`config.mk`:
```
export PLATFORM = sky130hd
export DESIGN_NAME = atc_top
export DESIGN_NICKNAME = d
export VERILOG_FILES = /design/src/logic/atc_pkg.sv /design/src/logic/atc_sync.sv /design/src/logic/atc_top.sv
export SDC_FILE = /design/constraint.sdc
export NUM_CORES = 1
export LEC_CHECK = 0
export ABC_AREA = 1
export CAP_MARGIN = 20
export CORE_MARGIN = 2
export CORE_UTILIZATION = 45
export DETAILED_ROUTE_END_ITERATION = 12
export DONT_BUFFER_PORTS = 1
export SETUP_SLACK_MARGIN = 0.5
export SYNTH_ARGS = -nofsm -noshare
export SYNTH_HDL_FRONTEND = slang
export SYNTH_SLANG_ARGS = --single-unit
```
`constraint.sdc`:
```
create_clock -name SYS_CLK_IN -period 4.4 [get_ports SYS_CLK_IN]
set_clock_uncertainty 0.2 [all_clocks]
set_input_delay 0.66 -clock SYS_CLK_IN [delete_from_list [all_inputs] [get_ports SYS_CLK_IN]]
set_output_delay 0.66 -clock SYS_CLK_IN [all_outputs]
set_load 0.02 [all_outputs]
```
`src/logic/atc_pkg.sv`:
```
/*
 * Constants for the acquisition trigger control block: register offsets,
 * field positions, reset values and timing counts.
 * Assumes a 32-bit Avalon-MM slave with word-aligned byte addresses.
 */
// Overview of operation
// RULE1 - software start begins acquisition when untriggered
// RULE2 - stop on count, reference trigger, or software
// RULE3 - programmable delay from start to first sample
// RULE4 - digital start: selectable source, selectable edge
// RULE5 - analog start acts on first rising edge
// RULE6 - routed start trigger is active-high pulse
// RULE7 - posttrigger count equals buffer minus pretrigger
// RULE8 - reference trigger armed after pretrigger samples
// RULE9 - full buffer overwrites oldest sample
// RULE10 - store posttrigger samples then end acquisition
// RULE11 - digital reference: selectable source and edge
// RULE12 - analog reference stops on configured edge
// RULE13 - routed reference trigger active high by default
// RULE14 - pause halts sample clock at active level
// RULE15 - pause trigger is level sensitive only
// RULE16 - analog pause suspends at configured level
// RULE17 - synchronise external trigger inputs before detection
// RULE18 - flag completion of finite acquisition
package atc_pkg;
    localparam int          ADDR_W        = 5;
    localparam int          NUM_TERM      = 8;
    localparam int          NUM_CTR       = 4;
    localparam int          SRC_W         = 4;

    localparam logic [4:0]  OFS_CTRL      = 5'h00;
    localparam logic [4:0]  OFS_TRIG      = 5'h04;
    localparam logic [4:0]  OFS_DELAY     = 5'h08;
    localparam logic [4:0]  OFS_COUNT     = 5'h0C;
    localparam logic [4:0]  OFS_PRE       = 5'h10;
    localparam logic [4:0]  OFS_STATUS    = 5'h14;
    localparam logic [4:0]  OFS_IRQ_STAT  = 5'h18;
    localparam logic [4:0]  OFS_IRQ_MASK  = 5'h1C;

    // control register bits (write-one commands plus mode)
    localparam int          CTRL_SW_START = 0;
    localparam int          CTRL_SW_STOP  = 1;
    localparam int          CTRL_FINITE   = 2;
    localparam int          CTRL_REF_EN   = 3;
    localparam int          CTRL_INT_CLK  = 4;

    // trigger configuration fields
    localparam int          TRG_ST_EN     = 0;
    localparam int          TRG_ST_FALL   = 1;
    localparam int          TRG_ST_SRC    = 4;
    localparam int          TRG_RF_FALL   = 8;
    localparam int          TRG_RF_SRC    = 12;
    localparam int          TRG_PS_EN     = 16;
    localparam int          TRG_PS_LOW    = 17;
    localparam int          TRG_PS_SRC    = 20;
    localparam int          TRG_ST_OUT_EN = 24;
    localparam int          TRG_RF_OUT_EN = 25;
    localparam int          TRG_RF_OUT_LO = 26;

    // source codes: 0..7 terminal, 8..11 counter, 12 analog event
    localparam logic [3:0]  SRC_CTR_BASE  = 4'h8;
    localparam logic [3:0]  SRC_ANALOG    = 4'hC;

    // interrupt / status bits
    localparam int          EV_DONE       = 0;
    localparam int          EV_STARTED    = 1;
    localparam int          EV_REF        = 2;
    localparam int          EV_W          = 3;

    localparam logic [31:0] RST_TRIG      = 32'h0000_0000;
    localparam logic [31:0] RST_DELAY     = 32'h0000_0000;
    localparam logic [31:0] RST_COUNT     = 32'h0000_0400;
    localparam logic [31:0] RST_PRE       = 32'h0000_0000;
    localparam logic [31:0] RD_UNMAPPED   = 32'h0000_0000;

    localparam int          SYNC_STAGES   = 2;
    localparam int          PULSE_CYC     = 4;
endpackage

```
`src/logic/atc_sync.sv`:
```
/*
 * Two-stage synchroniser bank for trigger inputs.
 * Assumes inputs are slow relative to the system clock.
 */
`timescale 1ns/1ps
`default_nettype none
module atc_sync #(
    parameter int W = 1
) (
    input  wire logic         clk_in,
    input  wire logic         rst_in,
    input  wire logic [W-1:0] d_in,
    output logic      [W-1:0] q_out
);
    logic [W-1:0] meta_q;
    logic [W-1:0] sync_q;

    always_ff @(posedge clk_in) begin
        if (rst_in) begin
            meta_q <= '0;
            sync_q <= '0;
        end else begin
            meta_q <= d_in;
            sync_q <= meta_q;
        end
    end

    assign q_out = sync_q;
endmodule
`default_nettype wire

```
`src/logic/atc_top.sv`:
```
/*
 * Acquisition trigger control: start, reference and pause triggers,
 * sample gating, pretrigger/posttrigger counting, Avalon-MM registers.
 * Assumes SAMPLE_TICK_IN marks sample clock ticks from a generator
 * outside and that all trigger inputs arrive asynchronously.
 */
`timescale 1ns/1ps
`default_nettype none
module atc_top
    import atc_pkg::*;
(
    input  wire logic                SYS_CLK_IN,
    input  wire logic                SYS_RST_IN,
    input  wire logic [ADDR_W-1:0]   AVS_ADDRESS_IN,
    input  wire logic                AVS_READ_IN,
    input  wire logic                AVS_WRITE_IN,
    input  wire logic [31:0]         AVS_WRITEDATA_IN,
    input  wire logic [3:0]          AVS_BYTEENABLE_IN,
    output logic      [31:0]         AVS_READDATA_OUT,
    output logic                     AVS_WAITREQUEST_OUT,
    input  wire logic [NUM_TERM-1:0] TERMINAL_IN,
    input  wire logic [NUM_CTR-1:0]  COUNTER_OUT_IN,
    input  wire logic                ANALOG_EVENT_IN,
    input  wire logic                SAMPLE_TICK_IN,
    output logic                     SAMPLE_OUT,
    output logic                     WRITE_STROBE_OUT,
    output logic                     START_TRIG_OUT,
    output logic                     REF_TRIG_OUT,
    output logic                     RUNNING_OUT,
    output logic                     IRQ_OUT
);
    typedef enum logic [2:0] {
        ST_IDLE, ST_WAIT_START, ST_DELAY, ST_RUN, ST_POST
    } atc_state_e;

    localparam int SYN_W = NUM_TERM + NUM_CTR + 1;

    // ------------------------------------------------------------------
    // functions
    // ------------------------------------------------------------------
    function automatic logic pick_src(input logic [3:0] sel,
                                      input logic [SYN_W-1:0] v);
        logic r;
        r = 1'b0;
        if (sel < SRC_CTR_BASE) begin
            r = v[sel[2:0]];
        end else if (sel < SRC_ANALOG) begin
            r = v[NUM_TERM + 32'(sel - SRC_CTR_BASE)];
        end else if (sel == SRC_ANALOG) begin
            r = v[SYN_W-1];
        end
        return r;
    endfunction

    function automatic logic edge_hit(input logic now, input logic was,
                                      input logic fall);
        return fall ? (was & ~now) : (now & ~was);
    endfunction

    function automatic logic [31:0] merge_be(input logic [31:0] old,
                                             input logic [31:0] wd,
                                             input logic [3:0] be);
        logic [31:0] r;
        r = old;
        for (int i = 0; i < 4; i++) begin
            if (be[i]) begin
                r[i*8 +: 8] = wd[i*8 +: 8];
            end
        end
        return r;
    endfunction

    // ------------------------------------------------------------------
    // trigger input synchronisers
    // ------------------------------------------------------------------
    logic [SYN_W-1:0] syn;

    atc_sync #(
        .W (SYN_W)
    ) u_sync (
        .clk_in (SYS_CLK_IN),
        .rst_in (SYS_RST_IN),
        .d_in   ({ANALOG_EVENT_IN, COUNTER_OUT_IN, TERMINAL_IN}), // [RULE17]
        .q_out  (syn)
    );

    // ------------------------------------------------------------------
    // register state
    // ------------------------------------------------------------------
    logic [31:0]     ctrl_q;
    logic [31:0]     trig_q;
    logic [31:0]     delay_q;
    logic [31:0]     count_q;
    logic [31:0]     pre_q;
    logic [EV_W-1:0] irq_stat_q;
    logic [EV_W-1:0] irq_mask_q;
    logic            wr_acc;
    logic            rd_acc;
    logic            sw_start;
    logic            sw_stop;

    assign wr_acc   = AVS_WRITE_IN & ~AVS_WAITREQUEST_OUT;
    assign rd_acc   = AVS_READ_IN & AVS_WAITREQUEST_OUT;
    assign sw_start = wr_acc && AVS_ADDRESS_IN == OFS_CTRL &&
                      AVS_BYTEENABLE_IN[0] && AVS_WRITEDATA_IN[CTRL_SW_START];
    assign sw_stop  = wr_acc && AVS_ADDRESS_IN == OFS_CTRL &&
                      AVS_BYTEENABLE_IN[0] && AVS_WRITEDATA_IN[CTRL_SW_STOP];

    always_ff @(posedge SYS_CLK_IN) begin
        if (SYS_RST_IN) begin
            ctrl_q  <= '0;
            trig_q  <= RST_TRIG;
            delay_q <= RST_DELAY;
            count_q <= RST_COUNT;
            pre_q   <= RST_PRE;
        end else if (wr_acc) begin
            case (AVS_ADDRESS_IN)
                OFS_CTRL:  ctrl_q  <= merge_be(ctrl_q, AVS_WRITEDATA_IN,
                                               AVS_BYTEENABLE_IN) & 32'h0000_001C;
                OFS_TRIG:  trig_q  <= merge_be(trig_q, AVS_WRITEDATA_IN,
                                               AVS_BYTEENABLE_IN);
                OFS_DELAY: delay_q <= merge_be(delay_q, AVS_WRITEDATA_IN,
                                               AVS_BYTEENABLE_IN);
                OFS_COUNT: count_q <= merge_be(count_q, AVS_WRITEDATA_IN,
                                               AVS_BYTEENABLE_IN);
                OFS_PRE:   pre_q   <= merge_be(pre_q, AVS_WRITEDATA_IN,
                                               AVS_BYTEENABLE_IN);
                default: begin
                end
            endcase
        end
    end

    // ------------------------------------------------------------------
    // trigger detection
    // ------------------------------------------------------------------
    logic       st_lvl;
    logic       rf_lvl;
    logic       ps_lvl;
    logic       st_prev_q;
    logic       rf_prev_q;
    logic       st_hit;
    logic       rf_hit;
    logic       st_analog;
    logic       paused;

    assign st_lvl    = pick_src(trig_q[TRG_ST_SRC +: SRC_W], syn); // [RULE4]
    assign rf_lvl    = pick_src(trig_q[TRG_RF_SRC +: SRC_W], syn); // [RULE11]
    assign ps_lvl    = pick_src(trig_q[TRG_PS_SRC +: SRC_W], syn);
    assign st_analog = trig_q[TRG_ST_SRC +: SRC_W] == SRC_ANALOG;

    always_ff @(posedge SYS_CLK_IN) begin
        if (SYS_RST_IN) begin
            st_prev_q <= 1'b0;
            rf_prev_q <= 1'b0;
        end else begin
            st_prev_q <= st_lvl;
            rf_prev_q <= rf_lvl;
        end
    end

    // analog start ignores the edge setting and takes rising only
    assign st_hit = edge_hit(st_lvl, st_prev_q,
                             trig_q[TRG_ST_FALL] & ~st_analog); // [RULE4] [RULE5]
    // analog reference uses the configured edge as a digital one does
    assign rf_hit = edge_hit(rf_lvl, rf_prev_q, trig_q[TRG_RF_FALL]); // [RULE11] [RULE12]
    // pause looks only at the level, digital or analog alike
    assign paused = trig_q[TRG_PS_EN] &
                    (ps_lvl ^ trig_q[TRG_PS_LOW]); // [RULE14] [RULE15] [RULE16]

    // ------------------------------------------------------------------
    // acquisition sequencer
    // ------------------------------------------------------------------
    atc_state_e  state_q;
    atc_state_e  state_d;
    logic [31:0] delay_cnt_q;
    logic [31:0] smp_cnt_q;
    logic [31:0] post_cnt_q;
    logic [31:0] post_target;
    logic        take;
    logic        done_ev;
    logic        start_ev;
    logic        ref_ev;
    logic        armed;

    assign take        = (state_q == ST_RUN || state_q == ST_POST) &&
                         SAMPLE_TICK_IN && !paused; // [RULE14]
    assign post_target = count_q - pre_q; // [RULE7]
    assign armed       = smp_cnt_q >= pre_q; // [RULE8]
    assign ref_ev      = state_q == ST_RUN && ctrl_q[CTRL_FINITE] &&
                         ctrl_q[CTRL_REF_EN] && armed && rf_hit; // [RULE8]
    assign start_ev    = (state_q == ST_WAIT_START && st_hit) ||
                         (state_q == ST_IDLE && sw_start && !trig_q[TRG_ST_EN]);

    always_comb begin
        state_d = state_q;
        done_ev = 1'b0;
        case (state_q)
            ST_IDLE: begin
                if (sw_start) begin
                    state_d = trig_q[TRG_ST_EN] ? ST_WAIT_START : ST_DELAY; // [RULE1]
                end
            end
            ST_WAIT_START: begin
                if (sw_stop) begin
                    state_d = ST_IDLE;
                end else if (st_hit) begin
                    state_d = ST_DELAY;
                end
            end
            ST_DELAY: begin
                if (sw_stop) begin
                    state_d = ST_IDLE;
                end else if (!ctrl_q[CTRL_INT_CLK] || delay_cnt_q >= delay_q) begin
                    state_d = ST_RUN; // [RULE3]
                end
            end
            ST_RUN: begin
                if (!ctrl_q[CTRL_FINITE]) begin
                    if (sw_stop) begin
                        state_d = ST_IDLE; // [RULE2]
                    end
                end else if (ref_ev) begin
                    state_d = ST_POST; // [RULE2]
                end else if (!ctrl_q[CTRL_REF_EN] && take &&
                             smp_cnt_q + 32'h1 >= count_q) begin
                    state_d = ST_IDLE; // [RULE2]
                    done_ev = 1'b1;
                end else if (sw_stop) begin
                    state_d = ST_IDLE;
                end
            end
            ST_POST: begin
                if (take && post_cnt_q + 32'h1 >= post_target) begin
                    state_d = ST_IDLE; // [RULE10]
                    done_ev = 1'b1;
                end else if (sw_stop) begin
                    state_d = ST_IDLE;
                end
            end
            default: state_d = ST_IDLE;
        endcase
    end

    always_ff @(posedge SYS_CLK_IN) begin
        if (SYS_RST_IN) begin
            state_q <= ST_IDLE;
        end else begin
            state_q <= state_d;
        end
    end

    always_ff @(posedge SYS_CLK_IN) begin
        if (SYS_RST_IN || state_q != ST_DELAY) begin
            delay_cnt_q <= '0;
        end else begin
            delay_cnt_q <= delay_cnt_q + 32'h1; // [RULE3]
        end
    end

    // samples before trigger keep counting; write strobe wraps the ring
    always_ff @(posedge SYS_CLK_IN) begin
        if (SYS_RST_IN || state_q == ST_DELAY) begin
            smp_cnt_q  <= '0;
            post_cnt_q <= '0;
        end else if (take) begin
            if (state_q == ST_RUN && smp_cnt_q != 32'hFFFF_FFFF) begin
                smp_cnt_q <= smp_cnt_q + 32'h1;
            end
            if (state_q == ST_POST) begin
                post_cnt_q <= post_cnt_q + 32'h1; // [RULE10]
            end
        end
    end

    // ------------------------------------------------------------------
    // outputs
    // ------------------------------------------------------------------
    logic [2:0] st_pulse_q;

    always_ff @(posedge SYS_CLK_IN) begin
        if (SYS_RST_IN) begin
            SAMPLE_OUT       <= 1'b0;
            WRITE_STROBE_OUT <= 1'b0;
            RUNNING_OUT      <= 1'b0;
        end else begin
            SAMPLE_OUT       <= take;
            // each write goes over the oldest once the ring is full
            WRITE_STROBE_OUT <= take; // [RULE9]
            RUNNING_OUT      <= state_d == ST_RUN || state_d == ST_POST;
        end
    end

    always_ff @(posedge SYS_CLK_IN) begin
        if (SYS_RST_IN) begin
            st_pulse_q     <= '0;
            START_TRIG_OUT <= 1'b0;
        end else begin
            if (start_ev) begin
                st_pulse_q <= 3'(PULSE_CYC - 1);
            end else if (st_pulse_q != 3'h0) begin
                st_pulse_q <= st_pulse_q - 3'h1;
            end
            START_TRIG_OUT <= trig_q[TRG_ST_OUT_EN] &
                              (start_ev | (st_pulse_q != 3'h0)); // [RULE6]
        end
    end

    always_ff @(posedge SYS_CLK_IN) begin
        if (SYS_RST_IN) begin
            REF_TRIG_OUT <= 1'b0;
        end else begin
            // one-cycle pulse output, inverted only when asked
            REF_TRIG_OUT <= trig_q[TRG_RF_OUT_EN] &
                            (ref_ev ^ trig_q[TRG_RF_OUT_LO]); // [RULE13]
        end
    end

    // ------------------------------------------------------------------
    // interrupts
    // ------------------------------------------------------------------
    logic [EV_W-1:0] ev_set;
    logic [EV_W-1:0] ev_clr;

    assign ev_set = {ref_ev, start_ev, done_ev}; // [RULE18]
    assign ev_clr = (wr_acc && AVS_ADDRESS_IN == OFS_IRQ_STAT &&
                     AVS_BYTEENABLE_IN[0]) ? AVS_WRITEDATA_IN[EV_W-1:0] : '0;

    always_ff @(posedge SYS_CLK_IN) begin
        if (SYS_RST_IN) begin
            irq_stat_q <= '0;
            irq_mask_q <= '0;
            IRQ_OUT    <= 1'b0;
        end else begin
            irq_stat_q <= (irq_stat_q & ~ev_clr) | ev_set; // [RULE18]
            if (wr_acc && AVS_ADDRESS_IN == OFS_IRQ_MASK && AVS_BYTEENABLE_IN[0]) begin
                irq_mask_q <= AVS_WRITEDATA_IN[EV_W-1:0];
            end
            IRQ_OUT <= |(((irq_stat_q & ~ev_clr) | ev_set) & irq_mask_q);
        end
    end

    // ------------------------------------------------------------------
    // bus answer: one wait cycle then ack
    // ------------------------------------------------------------------
    always_ff @(posedge SYS_CLK_IN) begin
        if (SYS_RST_IN) begin
            AVS_WAITREQUEST_OUT <= 1'b1;
            AVS_READDATA_OUT    <= '0;
        end else begin
            AVS_WAITREQUEST_OUT <= !((AVS_READ_IN || AVS_WRITE_IN) &&
                                     AVS_WAITREQUEST_OUT);
            if (rd_acc) begin
                case (AVS_ADDRESS_IN)
                    OFS_CTRL:     AVS_READDATA_OUT <= ctrl_q;
                    OFS_TRIG:     AVS_READDATA_OUT <= trig_q;
                    OFS_DELAY:    AVS_READDATA_OUT <= delay_q;
                    OFS_COUNT:    AVS_READDATA_OUT <= count_q;
                    OFS_PRE:      AVS_READDATA_OUT <= pre_q;
                    OFS_STATUS:   AVS_READDATA_OUT <= {28'h0, armed, paused,
                                                       (state_q == ST_POST),
                                                       RUNNING_OUT};
                    OFS_IRQ_STAT: AVS_READDATA_OUT <= {29'h0, irq_stat_q};
                    OFS_IRQ_MASK: AVS_READDATA_OUT <= {29'h0, irq_mask_q};
                    default:      AVS_READDATA_OUT <= RD_UNMAPPED;
                endcase
            end
        end
    end
endmodule
`default_nettype wire

```
==> flow_metrics.py <==
metrics = {
    "cts": {
        "clkTransAtPathRegs_ns": 0.06,
        "cts_max_level": 2,
        "cts-root-to-sink-buffers": 3,
        "clock_tree.root_cell": "sky130_fd_sc_hd__clkbuf_16",
        "numCtsBuffers": 36,
        "clock_sink_count": 305,
        "insertion_delay_ns": 0.56,
        "tritoncts_clock_tree": "yes",
    },
    "die": {
        "floorplan.initialDensity": 0.455,
        "fp.coreArea_um2": 39600,
        "design.portCount": 98,
        "die_w_um": 204,
        "core.rowCount": 73,
        "die-height_um": 204,
        "design.die.area_um2": 41700,
    },
    "synth": {
        "synthesized_area_fraction_occupied_by_ao_oa_aoi_and_oai_cells": 0.200,
        "synth_seq_cells": 305,
        "synth.avg_cell_area_um2": 7.11,
        "post_synth_fa_ha_maj_area_fraction": 0.115,
        "ys_types": 50,
        "synth_edf_count": 0,
        "synth_sequential_area_ratio": 0.339,
        "synthesis.area_um2": 18000,
        "postSynth.topFlopCell": "sky130_fd_sc_hd__dfxtp_1",
        "synth.mux.area_fraction": 0,
        "synth_warnings": 0,
        "synth_top_family_by_area": "simple AND/OR/NAND/NOR gates",
        "post_synth_xor_area_fraction": 0.0471,
        "async_flop_share": 0,
        "synthSimpleGateAreaFrac": 0.211,
        "netlist_instances": 2535,
        "syn-num-nets": 2759,
    },
    "detailed_routing": {
        "vias": 16900,
        "detail_route.drc_violations": 0,
        "wl_per_cell_um": 17.3,
        "wl_met1_um": 24700,
        "drtPass1Iterations": 5,
        "drt-vias-per-instance": 5.45,
        "routed.top_layer": "met5",
        "routed_wl_um": 53600,
        "wl_met2_um": 23200,
        "drt_iter0_drc": 1210,
        "final_antenna_net_count": 0,
        "met3_wl_post_dr_um": 3570,
    },
    "layout": {
        "finish.utilization": 0.512,
        "sequential_cell_area_um2": 6110,
        "multi_input_comb_area_um2": 10600,
        "layout-drive-gt1-share": 0.0830,
        "n_antenna_cell": 0,
        "area_growth_pct": 12.5,
        "filler_cell_count": 3891,
        "fin_nets": 2780,
        "final_area_um2": 20300,
    },
    "timing": {
        "post_layout_minimum_cycle_time_ns": 4.06,
        "min_period_over_period": 0.922,
        "fmax_mhz": 246,
        "worst_margin_pin_slew_ns": 0.884,
        "hold_viol": 0,
        "setup_tns_after_final_layout_ns": 0,
        "drv_slew": 0,
        "setup_viol": 0,
        "rsz0062_at_grt": "yes",
        "relative_slew_slack": 0.410,
    },
    "setup_path": {
        "cp_slowest_cell": "sky130_fd_sc_hd__dfxtp_1",
        "timing.critical_path.from_type": "flop",
        "crit_path_max_cell_delay_ns": 0.33,
        "crit_path_end_kind": "flop",
        "crit_type": "reg2reg",
        "regToRegSetupSlack_ns": 0.34,
        "critPathMaxFanout": 4,
        "timing.reg2reg.worst_path_depth": 28,
        "crit_required_ns": 4.63,
        "arrival_ns": 4.29,
        "worstReg2RegStart": "pre_q[1]",
        "timing.critical_path.to": "RUNNING_OUT",
        "crit_top_cell": "sky130_fd_sc_hd__nand2_1",
        "crit-reg2reg-capture": "RUNNING_OUT",
        "setup.worst_path.start": "pre_q[1]",
    },
    "grt": {
        "grt_util_all_layers": 0.256,
        "global_route.overflow_total": 0,
        "grt_max_degree": 145,
        "number_of_global_route_vias_before_repair": 15800,
        "wire_length_of_the_first_global_routing_pass_um": 84500,
        "initial_antenna_violation_count": 1,
    },
    "placement": {
        "port_buffers": 0,
        "place_hpwl_um": 40900,
        "gpl.final_weighted_congestion": 0.937,
        "placed_cell_area_um2": 18600,
    },
    "status": {
        "outcome": "finished clean",
    },
    "power_and_ir_drop": {
        "vdd.ir_drop.worst_v": 0.000332,
        "power-per-cell-area_nw_per_um2": 304,
        "power_leakage_nw": 8.44,
    },
    "hold_path": {
        "min_path_type": "in2reg",
    },
    "job": {
        "drv_cap": 0,
    },
}
## state kept, by name, indices dropped and copies added, names as in the netlist, 3 cells and up
| register | cells |
|---|---|
| pre_q | 32 |
| irq_stat_q | 3 |
| delay_cnt_q | 32 |
| irq_mask_q | 3 |
| ctrl_q | 3 |
| post_cnt_q | 32 |
| delay_q | 32 |
| count_q | 32 |
| state_q | 3 |
| AVS_READDATA_OUT | 32 |
| trig_q | 32 |
| st_pulse_q | 3 |
| u_sync.meta_q | 13 |
| u_sync.q_out | 13 |
| smp_cnt_q | 32 |
## worst min path at each step
stage / startpoint / to / slack, ns / cells after the start
final: TERMINAL_IN[1] / u_sync.meta_q[1] / 0.02 / 2
after global routing: SYS_RST_IN / WRITE_STROBE_OUT / 0.01 / 1
after CTS: TERMINAL_IN[1] / u_sync.meta_q[1] / 0.0003 / 2
after detailed placement: u_sync.meta_q[1] / u_sync.q_out[1] / 0.19 / 2
after global placement: u_sync.meta_q[1] / u_sync.q_out[1] / 0.20 / 2
after floorplan: u_sync.meta_q[0] / u_sync.q_out[0] / 0.19 / 2
## power by group
group	switching, mW	leakage (nW)	internal (mW)
sequential	0.0177	2.47	2.79
combinational	0.232	5.39	0.123
clock	1.22	0.584	1.78
total	1.47	8.44	4.70
## critical path, delay by kind of cell (launching register included)
family                     cells  cell delay (ns)
AOI/OAI and AO/OA              4             0.70
adders and majority gates      2             0.58
buffers and inverters          1             0.08
DFF                            1             0.33
and+or+nand+nor               21             2.09
## placed cells by master (no fill, tap or decap), drive strengths merged, types with 32 or more instances in the layout
master / count
xnor2: 43
nand2: 459
o22ai: 43
nand4: 33
buf: 43
xor2: 54
dfxtp: 305
ha: 164
inv: 336
o21ai: 248
nor2: 241
nor3: 32
clkbuf: 45
nand3: 72
a21oi: 326
## per-layer routing
layer,vias up,global-route usage
li1,8509,-
met2,506,0.398
met5,-,0
met3,93,0.0462
met4,2,0.101
met1,7803,0.351
## repair_timing
action                                  in CTS  in global routing
buffers inserted                            12                  5
endpoints found under the hold margin       65                  0
hold buffers                                15                  0
resized for setup                           25                 39
pin swaps                                   23                 21
endpoints found under the setup margin       6                  6
## area by class of cell
class,instances,area share
Multi-Input combinational cell,1816,0.521
Sequential cell,305,0.301
Inverter,340,0.0630
Clock buffer,45,0.0491
Tap cell,525,0.0324
Timing Repair Buffer,57,0.0244
Clock inverter,16,0.00870
## cells by family after synthesis
logic type / after synthesis
simple gates: 880
fa+ha+maj: 165
compound gates: 674
xor+xnor: 97
flops: 305
buf+inv: 414
## cells in the mapped netlist (6+ instances only)
master	number	area share
sky130_fd_sc_hd__nand2_1	445	0.093
sky130_fd_sc_hd__inv_1	329	0.069
sky130_fd_sc_hd__a21oi_1	316	0.088
sky130_fd_sc_hd__dfxtp_1	305	0.34
sky130_fd_sc_hd__o21ai_0	247	0.069
sky130_fd_sc_hd__nor2_1	231	0.048
sky130_fd_sc_hd__ha_1	164	0.11
sky130_fd_sc_hd__nand3_1	66	0.018
sky130_fd_sc_hd__clkbuf_1	62	0.013
sky130_fd_sc_hd__xor2_1	54	0.026
sky130_fd_sc_hd__o22ai_1	43	0.015
sky130_fd_sc_hd__xnor2_1	43	0.021
sky130_fd_sc_hd__nand4_1	33	0.011
sky130_fd_sc_hd__nor3_1	31	0.0086
sky130_fd_sc_hd__nor4_1	23	0.0080
sky130_fd_sc_hd__nand2_2	14	0.0049
sky130_fd_sc_hd__o211ai_1	14	0.0058
sky130_fd_sc_hd__a21oi_2	10	0.0049
sky130_fd_sc_hd__a31oi_1	10	0.0035
sky130_fd_sc_hd__a211oi_1	9	0.0037
sky130_fd_sc_hd__buf_2	6	0.0017
sky130_fd_sc_hd__clkinv_1	6	0.0012
sky130_fd_sc_hd__nor2_2	6	0.0021
## stage by stage
step	instances	hold slack, ns	total power, mW	worst slack [ns]
5_1_grt	3104	0.0121	6.39	0.0430
6_report	3104	0.0192	6.17	0.343
2_1_floorplan	2535	0.188	3.11	0.581
4_1_cts	3099	0.000322	6.22	0.289
3_5_place_dp	3011	0.195	3.19	0.0323
3_3_place_gp	3011	0.196	3.18	0.0880
Note: power is estimated with default switching activity, not from simulation.
